**src/pkg/fileop_pkg.sv**
```systemverilog
// constants and types for the file-register unary ops and jump unit
package fileop_pkg;

   // ---------------------------------------------------------------
   // widths
   // ---------------------------------------------------------------
   localparam int DATA_W   = 8;
   localparam int INSTR_W  = 14;
   localparam int FADDR_W  = 7;
   localparam int PC_W     = 13;
   localparam int LIT_W    = 11;

   // ---------------------------------------------------------------
   // field positions
   // ---------------------------------------------------------------
   localparam int OPC_HI       = 13;
   localparam int OPC_LO       = 8;
   localparam int DEST_BIT     = 7;
   localparam int JMP_OPC_HI   = 13;
   localparam int JMP_OPC_LO   = 11;
   localparam int LATCH_PC_HI  = 4;
   localparam int LATCH_PC_LO  = 3;

   // ---------------------------------------------------------------
   // opcodes (upper six bits; jump uses upper three)
   // ---------------------------------------------------------------
   localparam logic [5:0] OPC_COMPLEMENT = 6'h09;
   localparam logic [5:0] OPC_DECREMENT  = 6'h03;
   localparam logic [5:0] OPC_INCREMENT  = 6'h0a;
   localparam logic [5:0] OPC_DEC_SKIP   = 6'h0b;
   localparam logic [5:0] OPC_INC_SKIP   = 6'h0f;
   localparam logic [2:0] OPC_JUMP       = 3'h5;

   // ---------------------------------------------------------------
   // reset values and counts
   // ---------------------------------------------------------------
   localparam logic [PC_W-1:0]   PC_RESET   = 13'h0000;
   localparam logic [DATA_W-1:0] W_RESET    = 8'h00;
   localparam logic              Z_RESET    = 1'b0;
   localparam int                FLUSH_CYC  = 1;

   typedef enum logic [1:0]
   {
      ST_EXEC  = 2'b01,
      ST_FLUSH = 2'b10
   } exec_state_t;

   typedef enum logic [2:0]
   {
      OP_NONE,
      OP_COMPLEMENT,
      OP_DECREMENT,
      OP_INCREMENT,
      OP_DEC_SKIP,
      OP_INC_SKIP,
      OP_JUMP
   } op_kind_t;

endpackage

```
**src/rtl/fileop_decode.sv**
```systemverilog
// instruction word decoder: op kind, file address, destination, literal
`timescale 1ns/1ps
module fileop_decode
(
   input  wire logic [fileop_pkg::INSTR_W-1:0] instr_i,
   output fileop_pkg::op_kind_t                 kind_o,
   output logic [fileop_pkg::FADDR_W-1:0]       faddr_o,
   output logic                                 dest_o,
   output logic [fileop_pkg::LIT_W-1:0]         lit_o
);

   logic [5:0] opc;

   always_comb
   begin
      opc     = instr_i[fileop_pkg::OPC_HI:fileop_pkg::OPC_LO];
      faddr_o = instr_i[fileop_pkg::FADDR_W-1:0];
      dest_o  = instr_i[fileop_pkg::DEST_BIT];
      lit_o   = instr_i[fileop_pkg::LIT_W-1:0];
      kind_o  = fileop_pkg::OP_NONE;
      if (instr_i[fileop_pkg::JMP_OPC_HI:fileop_pkg::JMP_OPC_LO] == fileop_pkg::OPC_JUMP)
      begin
         kind_o = fileop_pkg::OP_JUMP;
      end
      else if (opc == fileop_pkg::OPC_COMPLEMENT)
      begin
         kind_o = fileop_pkg::OP_COMPLEMENT;
      end
      else if (opc == fileop_pkg::OPC_DECREMENT)
      begin
         kind_o = fileop_pkg::OP_DECREMENT;
      end
      else if (opc == fileop_pkg::OPC_INCREMENT)
      begin
         kind_o = fileop_pkg::OP_INCREMENT;
      end
      else if (opc == fileop_pkg::OPC_DEC_SKIP)
      begin
         kind_o = fileop_pkg::OP_DEC_SKIP;
      end
      else if (opc == fileop_pkg::OPC_INC_SKIP)
      begin
         kind_o = fileop_pkg::OP_INC_SKIP;
      end
   end

endmodule

```
**src/rtl/fileop_unit.sv**
```systemverilog
// execution unit for file-register unary ops and the unconditional jump
//
// Function
// - complement inverts every file register bit, goes to the chosen destination, sets Z.
// - destination bit 0 writes the accumulator, 1 writes back to the file register.
// - the jump loads its 11-bit literal into program counter bits 10..0.
// - the jump takes PC bits 12..11 from high latch bits 4..3 and changes no flag.
// - the jump takes two instruction cycles.
// - decrement subtracts one, goes to the chosen destination and updates Z.
// - increment adds one, goes to the chosen destination and updates Z.
// - decrement-and-skip writes its result, leaves flags, and on zero runs a no-op next.
// - increment-and-skip writes its result, leaves flags, and on zero runs a no-op next.
// - a nonzero skip-variant result lets the next instruction run with no added cycle.
// - the flag touched by the non-skip ops is Z, set when the result is zero.
`timescale 1ns/1ps
module fileop_unit
(
   input  wire logic                               CLK_I,
   input  wire logic                               SRST_I,
   input  wire logic                               INSTR_VALID_I,
   input  wire logic [fileop_pkg::INSTR_W-1:0]     INSTR_I,
   input  wire logic [fileop_pkg::DATA_W-1:0]      FILE_RDATA_I,
   input  wire logic [fileop_pkg::DATA_W-1:0]      PC_HIGH_LATCH_I,
   output logic                                    INSTR_READY_O,
   output logic [fileop_pkg::FADDR_W-1:0]          FILE_ADDR_O,
   output logic                                    FILE_WE_O,
   output logic [fileop_pkg::DATA_W-1:0]           FILE_WDATA_O,
   output logic [fileop_pkg::DATA_W-1:0]           W_O,
   output logic                                    ZERO_FLAG_O,
   output logic [fileop_pkg::PC_W-1:0]             PC_O,
   output logic                                    RETIRE_O,
   output logic                                    FLUSH_O
);

   // ---------------------------------------------------------------
   // decode
   // ---------------------------------------------------------------
   fileop_pkg::op_kind_t                 kind;
   logic [fileop_pkg::FADDR_W-1:0]       faddr;
   logic                                 dest;
   logic [fileop_pkg::LIT_W-1:0]         lit;

   fileop_decode u_decode
   (
      .instr_i (INSTR_I),
      .kind_o  (kind),
      .faddr_o (faddr),
      .dest_o  (dest),
      .lit_o   (lit)
   );

   // ---------------------------------------------------------------
   // state
   // ---------------------------------------------------------------
   fileop_pkg::exec_state_t              state_reg;
   fileop_pkg::exec_state_t              state_next;
   logic [fileop_pkg::DATA_W-1:0]        w_reg;
   logic [fileop_pkg::DATA_W-1:0]        w_next;
   logic                                 z_reg;
   logic                                 z_next;
   logic [fileop_pkg::PC_W-1:0]          pc_reg;
   logic [fileop_pkg::PC_W-1:0]          pc_next;
   logic                                 fwe_reg;
   logic                                 fwe_next;
   logic [fileop_pkg::DATA_W-1:0]        fwd_reg;
   logic [fileop_pkg::DATA_W-1:0]        fwd_next;
   logic                                 retire_reg;
   logic                                 retire_next;
   logic                                 flush_reg;
   logic                                 flush_next;

   logic [fileop_pkg::DATA_W-1:0]        result;
   logic                                 take;
   logic                                 is_zero;

   function automatic logic [fileop_pkg::PC_W-1:0] pc_step
   (
      input logic [fileop_pkg::PC_W-1:0] pc
   );
      pc_step = pc + 13'h0001;
   endfunction

   // ---------------------------------------------------------------
   // next-state logic
   // ---------------------------------------------------------------
   always_comb
   begin
      state_next  = state_reg;
      w_next      = w_reg;
      z_next      = z_reg;
      pc_next     = pc_reg;
      fwe_next    = 1'b0;
      fwd_next    = fwd_reg;
      retire_next = 1'b0;
      flush_next  = 1'b0;
      take        = INSTR_VALID_I && (state_reg == fileop_pkg::ST_EXEC);
      unique case (kind)
         fileop_pkg::OP_COMPLEMENT: result = ~FILE_RDATA_I;
         fileop_pkg::OP_DECREMENT,
         fileop_pkg::OP_DEC_SKIP:   result = FILE_RDATA_I - 8'h01;
         fileop_pkg::OP_INCREMENT,
         fileop_pkg::OP_INC_SKIP:   result = FILE_RDATA_I + 8'h01;
         default:                   result = FILE_RDATA_I;
      endcase
      is_zero = (result == 8'h00);
      unique case (state_reg)
         fileop_pkg::ST_EXEC:
         begin
            if (take)
            begin
               retire_next = 1'b1;
               pc_next     = pc_step(pc_reg);
               unique case (kind)
                  fileop_pkg::OP_COMPLEMENT,
                  fileop_pkg::OP_DECREMENT,
                  fileop_pkg::OP_INCREMENT:
                  begin
                     z_next = is_zero;
                     if (dest)
                     begin
                        fwe_next = 1'b1;
                        fwd_next = result;
                     end
                     else
                     begin
                        w_next = result;
                     end
                  end
                  fileop_pkg::OP_DEC_SKIP,
                  fileop_pkg::OP_INC_SKIP:
                  begin
                     // flags untouched by the skip variants
                     if (dest)
                     begin
                        fwe_next = 1'b1;
                        fwd_next = result;
                     end
                     else
                     begin
                        w_next = result;
                     end
                     if (is_zero)
                     begin
                        state_next = fileop_pkg::ST_FLUSH;
                        flush_next = 1'b1;
                     end
                  end
                  fileop_pkg::OP_JUMP:
                  begin
                     pc_next    = {PC_HIGH_LATCH_I[fileop_pkg::LATCH_PC_HI:
                                                   fileop_pkg::LATCH_PC_LO],
                                   lit};
                     state_next = fileop_pkg::ST_FLUSH;
                     flush_next = 1'b1;
                  end
                  default:
                  begin
                     retire_next = 1'b1;
                  end
               endcase
            end
         end
         fileop_pkg::ST_FLUSH:
         begin
            // the fetched word is dropped: one no_operation cycle
            state_next = fileop_pkg::ST_EXEC;
            if (INSTR_VALID_I)
            begin
               pc_next = pc_step(pc_reg);
            end
         end
         default:
         begin
            state_next = fileop_pkg::ST_EXEC;
         end
      endcase
   end

   // ---------------------------------------------------------------
   // registers
   // ---------------------------------------------------------------
   always_ff @(posedge CLK_I)
   begin
      if (SRST_I)
      begin
         state_reg  <= fileop_pkg::ST_EXEC;
         w_reg      <= fileop_pkg::W_RESET;
         z_reg      <= fileop_pkg::Z_RESET;
         pc_reg     <= fileop_pkg::PC_RESET;
         fwe_reg    <= 1'b0;
         fwd_reg    <= 8'h00;
         retire_reg <= 1'b0;
         flush_reg  <= 1'b0;
      end
      else
      begin
         state_reg  <= state_next;
         w_reg      <= w_next;
         z_reg      <= z_next;
         pc_reg     <= pc_next;
         fwe_reg    <= fwe_next;
         fwd_reg    <= fwd_next;
         retire_reg <= retire_next;
         flush_reg  <= flush_next;
      end
   end

   // ---------------------------------------------------------------
   // outputs
   // ---------------------------------------------------------------
   // file address follows the incoming word so the read data is same-cycle
   assign FILE_ADDR_O   = faddr;
   assign INSTR_READY_O = 1'b1;
   assign FILE_WE_O     = fwe_reg;
   assign FILE_WDATA_O  = fwd_reg;
   assign W_O           = w_reg;
   assign ZERO_FLAG_O   = z_reg;
   assign PC_O          = pc_reg;
   assign RETIRE_O      = retire_reg;
   assign FLUSH_O       = flush_reg;

endmodule

```
**config.mk**
```make
export PLATFORM = sky130hd
export DESIGN_NAME = fileop_unit
export DESIGN_NICKNAME = d
export VERILOG_FILES = /design/src/pkg/fileop_pkg.sv /design/src/rtl/fileop_decode.sv /design/src/rtl/fileop_unit.sv
export SDC_FILE = /design/constraint.sdc
export NUM_CORES = 1
export LEC_CHECK = 0
export ABC_AREA = 1
export BUFFER_PORTS_ARGS = -buffer_cell sky130_fd_sc_hd__buf_2
export CORE_AREA = 2 2 88 90
export DETAILED_ROUTE_END_ITERATION = 8
export DIE_AREA = 0 0 90 92
export PLACE_DENSITY = 0.61
export SLEW_MARGIN = 30
export SYNTH_ARGS = -nofsm -noshare
export SYNTH_HDL_FRONTEND = slang
export SYNTH_HIERARCHICAL = 1
export SYNTH_SLANG_ARGS = --single-unit
```
**constraint.sdc**
```tcl
create_clock -name CLK_I -period 6.55 [get_ports CLK_I]
set_clock_uncertainty 0.1 [all_clocks]
set_input_delay 0.655 -clock CLK_I [delete_from_list [all_inputs] [get_ports CLK_I]]
set_output_delay 0.655 -clock CLK_I [all_outputs]
set_load 0.005 [all_outputs]
```
# Word level (Yosys, flattened, before mapping)
# Index checks and enable logic that the tools add are counted.
# totals
ff_bits	35
inputBits	33
out_inout_bits	41
elab_cells	67
# op_classes
n_addsub	3
eq_ne	17
muxes	17
bitwise	5
n_reduce_logical	17
# ops
op	n
$mux 13	3
$pmux 13 s2	1
$eq 6x4->1 const B	4
$pmux 8 s3	1
$mux 3	6
$add 13x1->13 const B	1
$eq 3x3->1 const B	4
$reduce_and 3->1	3
$add 8x1->8 const B	1
$logic_not 8->1	1
$not 8->8	1
$reduce_and 4->1	2
$reduce_or 2->1	4
$sub 8x1->8 const B	1
$eq 3x2->1 const B	2
$eq 6x2->1 const B	1
$ne 2x2->1 const B	3
$reduce_or 3->1	2
$reduce_or 5->1	1
$not 1->1	4
$pmux 2 s2	1
$reduce_bool 2->1	2
$reduce_or 4->1	1
$eq 3x1->1 const B	1
other kinds (6)	8

# Logic depth before layout (Yosys ltp)
# Gate-level depths: netlist of the first run.
# depth
ltp_word	13
ltp_mapped	22
ltp_nobuf	22

# Modules after synthesis
# Netlist of the first run, hierarchy kept.
# modules_own_cells
mod	instances	cells_each	area_per_inst_um2	seq_area_each_um2
fileop_unit	1	331	2233.4	700.7
fileop_decode	1	41	250.2	0.0

# Worst setup path before layout of the first run
# No wires, ideal clock.
# synth_path
kind	input -> register
from	in INSTR_I[8] (netlist bit)
to	reg state_reg[0]
setup_ns	0.117
arrival_time_ns	2.923
required_time_ns	6.333
setup_slack_ns	3.410
stages	16
path_buffers	0
cell_sequence	nand2_1 a211oi_1 nand2_1 nand3_1 inv_1 fa_1 or2_2 nand2_1 nor2_4 nand2_1 nor2_1 nand3_1 nor2_2 nand3_2 nand2_1 nand2_1
# synth_via
elab_chain_len	13
elab_cells_between_ends	26
classes_between	eq/ne: 12; mux: 8; reduce/logical: 6
# synth_lines
element	line_no	text
start, declared	fileop_unit.sv:21	input wire logic [fileop_pkg::INSTR_W-1:0] INSTR_I,
$eq 6x4->1	fileop_decode.sv:41	else if (opc == fileop_pkg::OPC_INC_SKIP)
$mux 3	fileop_decode.sv:41	
$mux 3	fileop_decode.sv:37	else if (opc == fileop_pkg::OPC_DEC_SKIP)
$mux 3	fileop_decode.sv:33	else if (opc == fileop_pkg::OPC_INCREMENT)
$mux 3	fileop_decode.sv:29	else if (opc == fileop_pkg::OPC_DECREMENT)
$mux 3 *	fileop_decode.sv:25	else if (opc == fileop_pkg::OPC_COMPLEMENT)
$mux 3 *	fileop_decode.sv:21	if (instr_i[fileop_pkg::JMP_OPC_HI:fileop_pkg::JMP_OPC_LO] == fileop_pkg::OPC_JUMP)
via kind[2]	fileop_unit.sv:38	fileop_pkg::op_kind_t kind;
$eq 3x3->1 or $eq 3x2->1 (tied branches)	fileop_unit.sv:97, fileop_unit.sv:113	
$reduce_or 2->1	fileop_unit.sv:97	unique case (kind)
$pmux 8 s3	fileop_unit.sv:97	
$logic_not 8->1	fileop_unit.sv:105	is_zero = (result == 8'h00);
$ne 2x2->1 (no source line)	n/a	
$reduce_and 3->1 (no source line)	n/a	
end signal, assigned	fileop_unit.sv:186	state_reg <= fileop_pkg::ST_EXEC;
end signal, assigned	fileop_unit.sv:197	state_reg <= state_next;
end, declared	fileop_unit.sv:55	fileop_pkg::exec_state_t state_reg;
# The timed path passes the listed nets; every way through them passes the cells marked *.
# A chain may end at the register's enable or synchronous reset.

# Worst setup path after layout of the first run
# layout_path
from	in INSTR_I[9] (netlist bit)
to	reg state_reg[1]
# The elaborated chain is that of the path after synthesis.

==> metrics.txt, run 1 <==
starting density of the core=33.4%; TritonCTS Buffers=5; Die Wd=90 um; DRC viols=0; met2 usage=24.7%; sequential share of power=45.1%; io pins=74; maximum VDD drop=0.0759 mV; gr usage total=14.8%; critical path arrival=3.66 ns; fin. max-slew vios=0; DR WL/cell=11.3 um; # Max-Cap Violations=0; Syn Area/Cell=6.68 sq um; Crit Path Max Fanout=9; fin area=2840 sq um; sw power=0.146 mW; post-CTS setup buffers=0; GR Util met3=2.55%; WHS Endpoint=FILE_WDATA_O[2]; layout cells sized above 1=21.7%; Antenna Cells=0; number of DRC markers in iteration 0=77; pwr/cell area=176 nW/um^2; endpoints failing setup=0; Detailed Place HPWL=4530 um; clock-pin slew of the registers on the worst-case setup and hold paths=0.07 ns; Mapped Cells=372; Rel. slew slack=52.1%; Netlist cell types=38; top cell type's share of synthesized area=28.2%; Comb pwr share=20.1%; hold wc startpoint=FILE_WDATA_O[2]; LEAKAGE=1.52 nW; clk_lat worst skew=0.29 ns; largest area contributor in the netlist=dfxtp_1; cell-internal power=0.355 mW; busiest grt layer=met2; outcome=completed; core area=7450 sq um; Initial DRT Pass Iterations=5; first-pass GRT wire length=10200 um; placed cell area=2740 sq um; critical path class=in -> reg; footprint of the multi-input gates=1380 sq um; grt met1 use=19.3%; Hold-fix buffers, CTS=0; crit path capture type=flop; die height=92 um; Final nets=460; Post-Layout Cell Count=521; total power draw=0.501 mW; dpl cells=513; Worst Setup SP=INSTR_I[9]; critical path data required time=6.66 ns; CTS Sinks=35; Reg2Reg Depth=8; clk buf depth=2; Post-synth EDFFs=0; GRT overflow=0; Reg area=701 sq um; Slew @ Worst Pin=0.713 ns; dpl ws=2.73 ns; cts repair resizes=0; largest net degree at the start of global routing=19; post-route ant nets=0; clk root buf=clkbuf_8; number of global-route vias before repair=2233; fillers=827; Hold Crit Class=reg -> reg; FF-to-FF setup slack=4.47 ns; most frequent cell after synthesis=nand2_1; top cells by area, synth=dfxtp_1, nand2_1, inv_1; max reg flops=13; Hold Vio Cnt, Final=0; final worst path period need=3.55 ns; Hold Crit Depth=2; CTS tree=done; final worst slack=3.00 ns; setup TNS=0 ns; RePlAce Congestion=0.851; Cell Area, Synth=2480 sq um; top_reg_cell synth=dfxtp_1; Vias/cell=4.66; Max Clk Rate=281 MHz; unrepaired setup endpoints after global routing=no; Post-synth top cells=nand2_1, inv_1, dfxtp_1; IO Port Bufs=66; via count=2426; Yosys reg bits=35; Tcrit/Tclk final=54.3%; switching share of power=29.1%; Warnings, synthesis=6; RR Endpoint=PC_O[0]; syn nets=414; Max H-tree Level=2; post-synthesis sequential area ratio=28.2%; worst r2r src=state_reg[1]; Layout area overhead=14.4%; asr flop ratio synth=0%; row count=32; initial antenna violation count=0; Clk network pwr share=34.8%; Routed Wire Length=5880 um; CP startpoint kind=input pin; die area=8280 sq um
## worst max-delay path by stage
stage | to | slack, ns | depth (start not counted)
detailed placement | state_reg[1] | 2.73 | 18
CTS | state_reg[1] | 3.02 | 18
finish | state_reg[1] | 3.00 | 18
floorplan | state_reg[0] | 3.41 | 16
global placement | state_reg[0] | 2.83 | 19
global route | state_reg[1] | 2.56 | 18
## power by group through the flow
stage | logic (mW) | registers, mW | clock network, mW
finish | 0.101 | 0.226 | 0.174
global route | 0.117 | 0.227 | 0.186
CTS | 0.102 | 0.226 | 0.178
detailed placement | 0.101 | 0.231 | 0
global placement | 0.0998 | 0.231 | 0
floorplan | 0.0745 | 0.231 | 0
## metal layers
metal / up-vias / wire length [um]
met4: 0 / 101
met5: - / 0
met3: 11 / 367
li1: 1267 / -
met1: 1081 / 2770
met2: 67 / 2640
## area by class of cell
class / count / share of cell area [%]
inverters: 55 / 7.27
well taps: 102 / 4.49
repair buffers: 66 / 11.6
flip-flops and latches: 35 / 24.7
clock buffers: 8 / 3.52
multi-input cells: 255 / 48.4
## critical path, cell delays in order
cell and delay, ns:
buf_2 0.11, nand2_1 0.09, a211oi_1 0.60, nand2_1 0.25, nand3_1 0.36, inv_1 0.10
fa_1 0.39, inv_1 0.07, nand2_1 0.06, nand2_1 0.09, nand3b_1 0.10, nand2_1 0.07
nand2_1 0.05, nand3_1 0.07, nand2_1 0.10, nor2_1 0.22, nand3_2 0.12, a21oi_1 0.15
## stage by stage
step	util (%)	hold slack, ns
floorplan	-	0.361
global placement	36.8	0.352
detailed placement	36.8	0.367
CTS	38.1	0.378
global route	38.1	0.419
finish	38.1	0.376
## logic make-up (layout without fill, tap and decap cells)
| family | Yosys count | after routing | synth area share (%) |
|---|---|---|---|
| flops | 35 | 35 | 28.2 |
| xor+xnor | 7 | 7 | 2.47 |
| buf+inv | 82 | 129 | 16.4 |
| simple gates | 166 | 166 | 30.6 |
| other cells | 1 | 1 | 0.151 |
| fa+ha+maj | 9 | 9 | 4.84 |
| compound gates | 72 | 72 | 17.3 |
## cells in the final DEF (no fill, tap or decap), types with 8 or more instances in the layout
| master | n |
|---|---|
| nand3_1 | 29 |
| a21oi_1 | 19 |
| inv_1 | 50 |
| ha_1 | 8 |
| dfxtp_1 | 35 |
| nor2_1 | 28 |
| o21ai_0 | 20 |
| buf_2 | 66 |
| nand2_1 | 86 |
Power figures use the tool's default switching activity.
==> run 2, diff against run 1 <==
--- a/config.mk
+++ b/config.mk
@@ -5,11 +5,11 @@
 export SDC_FILE = /design/constraint.sdc
 export NUM_CORES = 1
 export LEC_CHECK = 0
-export ABC_AREA = 1
+export ABC_AREA = 0
 export BUFFER_PORTS_ARGS = -buffer_cell sky130_fd_sc_hd__buf_2
-export CORE_AREA = 2 2 88 90
+export CORE_AREA = 2 2 86 88
 export DETAILED_ROUTE_END_ITERATION = 8
-export DIE_AREA = 0 0 90 92
+export DIE_AREA = 0 0 88 90
 export PLACE_DENSITY = 0.61
 export SLEW_MARGIN = 30
 export SYNTH_ARGS = -nofsm -noshare
==> constraint.sdc (replaced) <==
create_clock -name CLK_I -period 3.69 [get_ports CLK_I]
set_clock_uncertainty 0.1 [all_clocks]
set_input_delay 0.369 -clock CLK_I [delete_from_list [all_inputs] [get_ports CLK_I]]
set_output_delay 0.369 -clock CLK_I [all_outputs]
set_load 0.005 [all_outputs]
==> run 2 against run 1 <==
Final area shrank 4.6%. Die area decreased by 4.3%. First-iteration DRC count did not move. Critical path depth is 3 lower. Core utilization is 0.46 points higher. Worst setup slack got worse by 2.6 ns. Register-to-register slack lost 3.0 ns. Wire length fell by 5.6%. Area after synthesis is 5.1% lower. Clock power up 57%. Largest cell class unchanged.
==> metrics.txt, run 2 <==
die height=90 um (was 92 um); most frequent cell after synthesis=nor2_1 (was nand2_1); LEAKAGE=1.11 nW (was 1.52 nW); starting density of the core=33.6% (was 33.4%); gr usage total=13.7% (was 14.8%); unrepaired setup endpoints after global routing=no (unchanged); crit path capture type=flop (unchanged); CTS Sinks=35 (unchanged); DR WL met3=323 um (was 367 um); Final nets=385 (was 460); Netlist cell types=56 (was 38); number of global-route vias before repair=1890 (was 2233); TritonCTS Buffers=5 (unchanged); post-synthesis compound-gate area fraction=25.8% (was 17.3%); top routing layer used=met4 (unchanged); layout cells sized above 1=26.7% (was 21.7%); Detailed Place HPWL=4240 um (was 4530 um); Post-synth top cells=nor2_1, dfxtp_1, nand2_1 (was nand2_1, inv_1, dfxtp_1); initial antenna violation count=0 (unchanged); post-route ant nets=0 (unchanged); io pins=74 (unchanged); maximum VDD drop=0.131 mV (was 0.0759 mV); Hold Vio Cnt, Final=0 (unchanged); Reg2Reg Depth=7 (was 8); fin. max-slew vios=0 (unchanged); Crit Path Max Fanout=6 (was 9); post-CTS setup buffers=0 (unchanged); leading cell type in the layout, fill and taps excluded=buf_2 (was nand2_1); met2 WL=2500 um (was 2640 um); clk buf depth=2 (unchanged); CTS tree=done (unchanged); total power draw=0.852 mW (was 0.501 mW); Hold Crit Depth=3 (was 2); Post-Synth Simple-Gate Area=22.8% (was 30.6%); Mapped Cells=298 (was 372); row count=31 (was 32); largest net degree at the start of global routing=36 (was 19); Post-synth EDFFs=0 (unchanged); final worst path period need=3.26 ns; Antenna Cells=0 (unchanged); post-synthesis mux area share=3.51% (was 0%); Initial DRT Pass Iterations=4 (was 5); Max H-tree Level=2 (unchanged); clk root buf=clkbuf_8 (unchanged); # Max-Cap Violations=0 (unchanged); DR WL/cell=12.5 um (was 11.3 um); IO Port Bufs=66 (unchanged); first-pass GRT wire length=8900 um (was 10200 um); clk_lat worst skew=0.28 ns (was 0.29 ns); Yosys reg bits=35 (unchanged); Vias/cell=5.09 (was 4.66); critical path arrival=3.34 ns (was 3.66 ns); Routed Wire Length=5550 um (was 5880 um); CP startpoint kind=input pin (unchanged); Layout area overhead=15.0% (was 14.4%); DRC viols=0 (unchanged); Syn Area/Cell=7.91 sq um (was 6.68 sq um); endpoints failing setup=0 (unchanged); largest area contributor in the netlist=dfxtp_1 (unchanged); post-synthesis sequential area ratio=29.7% (was 28.2%); core area=7020 sq um (was 7450 sq um); XOR/XNOR share of the synthesized area=1.86% (was 2.47%); via count=2254 (was 2426); Max Clk Rate=307 MHz; Slew @ Worst Pin=0.666 ns (was 0.713 ns); critical path data required time=3.77 ns (was 6.66 ns); max reg flops=13 (unchanged); adder-cell share of the synthesized area=5.10% (was 4.84%); critical path class=in -> reg (unchanged); largest family of logic cells by synthesized area=compound AO/OA/AOI/OAI gates (was simple AND/OR/NAND/NOR gates); number of DRC markers in iteration 0=77 (unchanged); top_reg_cell synth=dfxtp_1 (unchanged); asr flop ratio synth=0% (unchanged); top cell type's share of synthesized area=29.7% (was 28.2%); die area=7920 sq um (was 8280 sq um); Cell Area, Synth=2360 sq um (was 2480 sq um); clock-pin slew of the registers on the worst-case setup and hold paths=0.07 ns (about the same); RePlAce Congestion=0.814 (was 0.851); met1 WL=2670 um (was 2770 um); most frequent cells in the layout=buf_2, nor2_1, dfxtp_1 (was nand2_1, buf_2, inv_1); Die Wd=88 um (was 90 um); Hold-fix buffers, CTS=0 (unchanged); top cells by area, synth=dfxtp_1, nor2_1, buf_4 (was dfxtp_1, nand2_1, inv_1); setup TNS=0 ns (unchanged); GRT overflow=0 (unchanged); outcome=completed (unchanged); Tcrit/Tclk final=88.4%; Rel. slew slack=55.2% (was 52.1%); cts repair resizes=0 (unchanged); pwr/cell area=314 nW/um^2 (was 176 nW/um^2); Hold Crit Class=in -> reg (was reg -> reg); Warnings, synthesis=6 (unchanged); syn nets=340 (was 414)
==> run 2: area by class of cell <==
class / instances / area [sq um]
flip-flops and latches: 35 / 701
well taps: 99 / 124
fillers: 716 / 4310
repair buffers: 71 / 368
inverters: 8 / 30.0
clock inverters: 3 / 20.0
clock buffers: 5 / 68.8
multi-input cells: 222 / 1400
==> run 2: report_power, final <==
group	internal (mW)	leakage, nW	switching, mW
sequential	0.390	0.284	0.00887
combinational	0.0788	0.785	0.100
clock	0.131	0.0402	0.143
total	0.600	1.11	0.252
==> run 2: path summary, 6_finish.rpt <==
| check | slack (ns) | startpoint | endpoint |
|---|---|---|---|
| setup / recovery | 0.43 | INSTR_I[10] | state_reg[0] |
| hold / removal | 0.32 | INSTR_I[0] | PC_O[0] |
| setup reg to reg | 1.43 | PC_O[0] | PC_O[12] |
| hold reg to reg | 0.39 | W_O[0] | W_O[0] |
==> run 2: kinds of logic (layout without fill, tap and decap cells) <==
kind of cell | Yosys count | after routing
multiplexers | 8 | 8
buffers and inverters | 41 | 87
other | 1 | 1
flip-flops | 35 | 35
AO/OA/AOI/OAI | 89 | 89
AND/OR/NAND/NOR | 110 | 110
adder cells (fa/ha/maj) | 9 | 9
XOR/XNOR | 5 | 5
==> run 2: critical path, stage by stage <==
cell and delay [ns]:
buf_2 0.12, and2b_1 0.20, o21ai_1 0.06, a21oi_1 0.32
xnor2_1 0.15, nor2_1 0.21, inv_1 0.18, ha_1 0.30
a211oi_1 0.24, buf_4 0.16, o21bai_1 0.09, a221oi_1 0.26
o41a_1 0.27, nand4_2 0.15, o21a_1 0.22
==> run 2: stage by stage <==
stage                     std cells  setup slack, ns  hold slack, ns  util (%)  area (sq um)
after CTS                       443            0.460           0.307      38.6          2710
after global routing            443            0.115           0.333      38.6          2710
after global placement          435            0.197           0.376      37.3          2620
final                           443            0.430           0.321      38.6          2710
after floorplan                 298            0.601           0.369         -          2360
after detailed placement        435            0.166           0.388      37.3          2620
==> run 2: routing by layer <==
metal,global-route usage (%),vias to the layer above
met5,0,-
met4,3.46,0
met3,2.94,5
li1,-,1148
met2,21.5,71
met1,19.1,1030
==> run 3, diff against run 2 <==
==> constraint.sdc (replaced) <==
create_clock -name CLK_I -period 3.7 [get_ports CLK_I]
set_clock_uncertainty 0.1 [all_clocks]
set_input_delay 0.37 -clock CLK_I [delete_from_list [all_inputs] [get_ports CLK_I]]
set_output_delay 0.37 -clock CLK_I [all_outputs]
set_load 0.005 [all_outputs]
==> run 3 against run 2 <==
Sequential share of layout area is 0.27 points lower. Core utilization is 0.41 points higher. Non-clock buffer count stayed put. Cell count stayed put. Sequential cell count stayed put. Global-route usage is 0.35 points higher. Combinational power hardly changed. Largest power group unchanged. Clock-buffer cell count is 1 higher. Worst setup slack better by 0.025 ns. Wire length is 1.7% higher. Power is 9.5% higher.
==> metrics.txt, run 3 (synthesis results as in run 2) <==
DR WL/cell=12.7 um (was 12.5 um); fin. max-slew vios=0 (unchanged); initial antenna violation count=0 (unchanged); row count=31 (unchanged); most frequent cells in the layout=buf_2, nor2_1, dfxtp_1 (unchanged); LEAKAGE=1.13 nW (was 1.11 nW); CTS Sinks=35 (unchanged); DRC viols=0 (unchanged); endpoints failing setup=0 (unchanged); Crit path largest cell delay=0.33 ns (was 0.32 ns); Detailed Place HPWL=4220 um (was 4240 um); CTS tree=done (unchanged); IO Port Bufs=66 (unchanged); # Max-Cap Violations=0 (unchanged); setup TNS=0 ns (unchanged); starting density of the core=33.6% (unchanged); post-CTS setup buffers=0 (unchanged); maximum VDD drop=0.157 mV (was 0.131 mV); leading cell type in the layout, fill and taps excluded=buf_2 (unchanged); pwr/cell area=341 nW/um^2 (was 314 nW/um^2); Routed Wire Length=5640 um (was 5550 um); Initial DRT Pass Iterations=6 (was 4); GRT overflow=0 (unchanged); layout cells sized above 1=26.7% (unchanged); Final nets=385 (unchanged); placed cell area=2620 sq um (unchanged); critical path arrival=3.33 ns (was 3.34 ns); via count=2201 (was 2254); number of DRC markers in iteration 0=110 (was 77); Post-Layout Cell Count=443 (unchanged); Max Clk Rate=308 MHz; Vias/cell=4.97 (was 5.09); clk_lat worst skew=0.28 ns (about the same); CP startpoint kind=input pin (unchanged); Antenna Cells=0 (unchanged); critical path data required time=3.78 ns (was 3.77 ns); Hold Crit Class=in -> reg (unchanged); fin area=2740 sq um (was 2710 sq um); number of global-route vias before repair=1950 (was 1890); Rel. slew slack=56.7% (was 55.2%); cts repair resizes=0 (unchanged); final worst path period need=3.25 ns; clk buf depth=2 (unchanged); core area=7020 sq um (unchanged); Tcrit/Tclk final=87.7%; outcome=completed (unchanged); dpl cells=435 (unchanged); io pins=74 (unchanged); Top Family by Delay on Critical Path=compound AO/OA/AOI/OAI gates (unchanged); unrepaired setup endpoints after global routing=no (unchanged); clock-pin slew of the registers on the worst-case setup and hold paths=0.07 ns (about the same); post-route ant nets=0 (unchanged); die area=7920 sq um (unchanged); max reg flops=13 (unchanged); crit-path cells=buf_2 > nor3b_2 > o21ai_1 > a21oi_1 > xnor2_1 > nor2_1 > inv_1 > ha_1 > a211oi_1 > buf_4 > o21bai_1 > a221oi_1 > o41a_1 > nand4_2 > o21a_1 (was buf_2 > and2b_1 > o21ai_1 > a21oi_1 > xnor2_1 > nor2_1 > inv_1 > ha_1 > a211oi_1 > buf_4 > o21bai_1 > a221oi_1 > o41a_1 > nand4_2 > o21a_1); clk root buf=clkbuf_8 (unchanged); Hold-fix buffers, CTS=0 (unchanged); crit path capture type=flop (unchanged); Hold Vio Cnt, Final=0 (unchanged); Layout area overhead=16.3% (was 15.0%); largest net degree at the start of global routing=36 (unchanged); Crit Path Max Fanout=6 (unchanged); total power draw=0.933 mW (was 0.852 mW); Crit path buffers/inverters=3 (unchanged); gr usage total=14.1% (was 13.7%); Slew @ Worst Pin=0.644 ns (was 0.666 ns); critical path class=in -> reg (unchanged); first-pass GRT wire length=9050 um (was 8900 um); die height=90 um (unchanged); Die Wd=88 um (unchanged); RePlAce Congestion=0.861 (was 0.814); Crit-path slowest cell=a21oi_1 (unchanged); TritonCTS Buffers=5 (unchanged); Max H-tree Level=2 (unchanged)
run 3: changes by cell type in the layout (fill, tap and decap cells not counted), sizes merged:
cell      delta
clkinvlp     -2
bufinv       +1
clkbuf       +1
run 3: path summary, 6_finish.rpt:
path / startpoint / end / slack [ns] / cells past startpoint
min: INSTR_I[0] / PC_O[0] / 0.31 / 3
max reg2reg: PC_O[0] / PC_O[12] / 1.45 / 7
min reg2reg: W_O[3] / W_O[3] / 0.40 / 2
max: INSTR_I[8] / state_reg[0] / 0.45 / 15
run 3: metal layers:
metal  global-route usage (%)  up-vias  routed length [um]
li1                         -     1140                   -
met1                     19.0      998                2860
met2                     22.5       58                2480
met3                     2.66        5                 247
met4                     4.36        0                  57
met5                        0        -                   0
run 3: per-stage QoR:
| stage | hold WS [ns] | utilization, % | setup slack [ns] |
|---|---|---|---|
| final | 0.311 | 39.0 | 0.455 |
| after global routing | 0.341 | 39.0 | 0.0957 |
| after CTS | 0.304 | 39.0 | 0.439 |
| after detailed placement | 0.386 | 37.3 | 0.154 |
| after global placement | 0.377 | 37.3 | 0.201 |
| after floorplan | 0.369 | - | 0.610 |
run 3: cell type report:
cell class / count / area [sq um]
clock inverter: 2 / 35.0
fill: 737 / 4280
multi-input combinational: 222 / 1400
clock buffer: 6 / 82.6
tap: 99 / 124
inverter: 8 / 30.0
timing repair buffer: 71 / 368
sequential: 35 / 701
run 3: power breakdown:
group,leakage [nW],switching [mW],internal (mW)
combinational,0.785,0.100,0.0785
clock,0.0612,0.139,0.218
sequential,0.284,0.00863,0.389
total,1.13,0.248,0.685
run 3: worst register-to-register path: stages, from the launching register on:
cell     delay, ns
dfxtp_1       0.42
ha_1          0.23
nand3_1       0.23
nor4_1        0.61
nand3_1       0.16
o31ai_1       0.21
nand2_1       0.08
a21oi_1       0.15
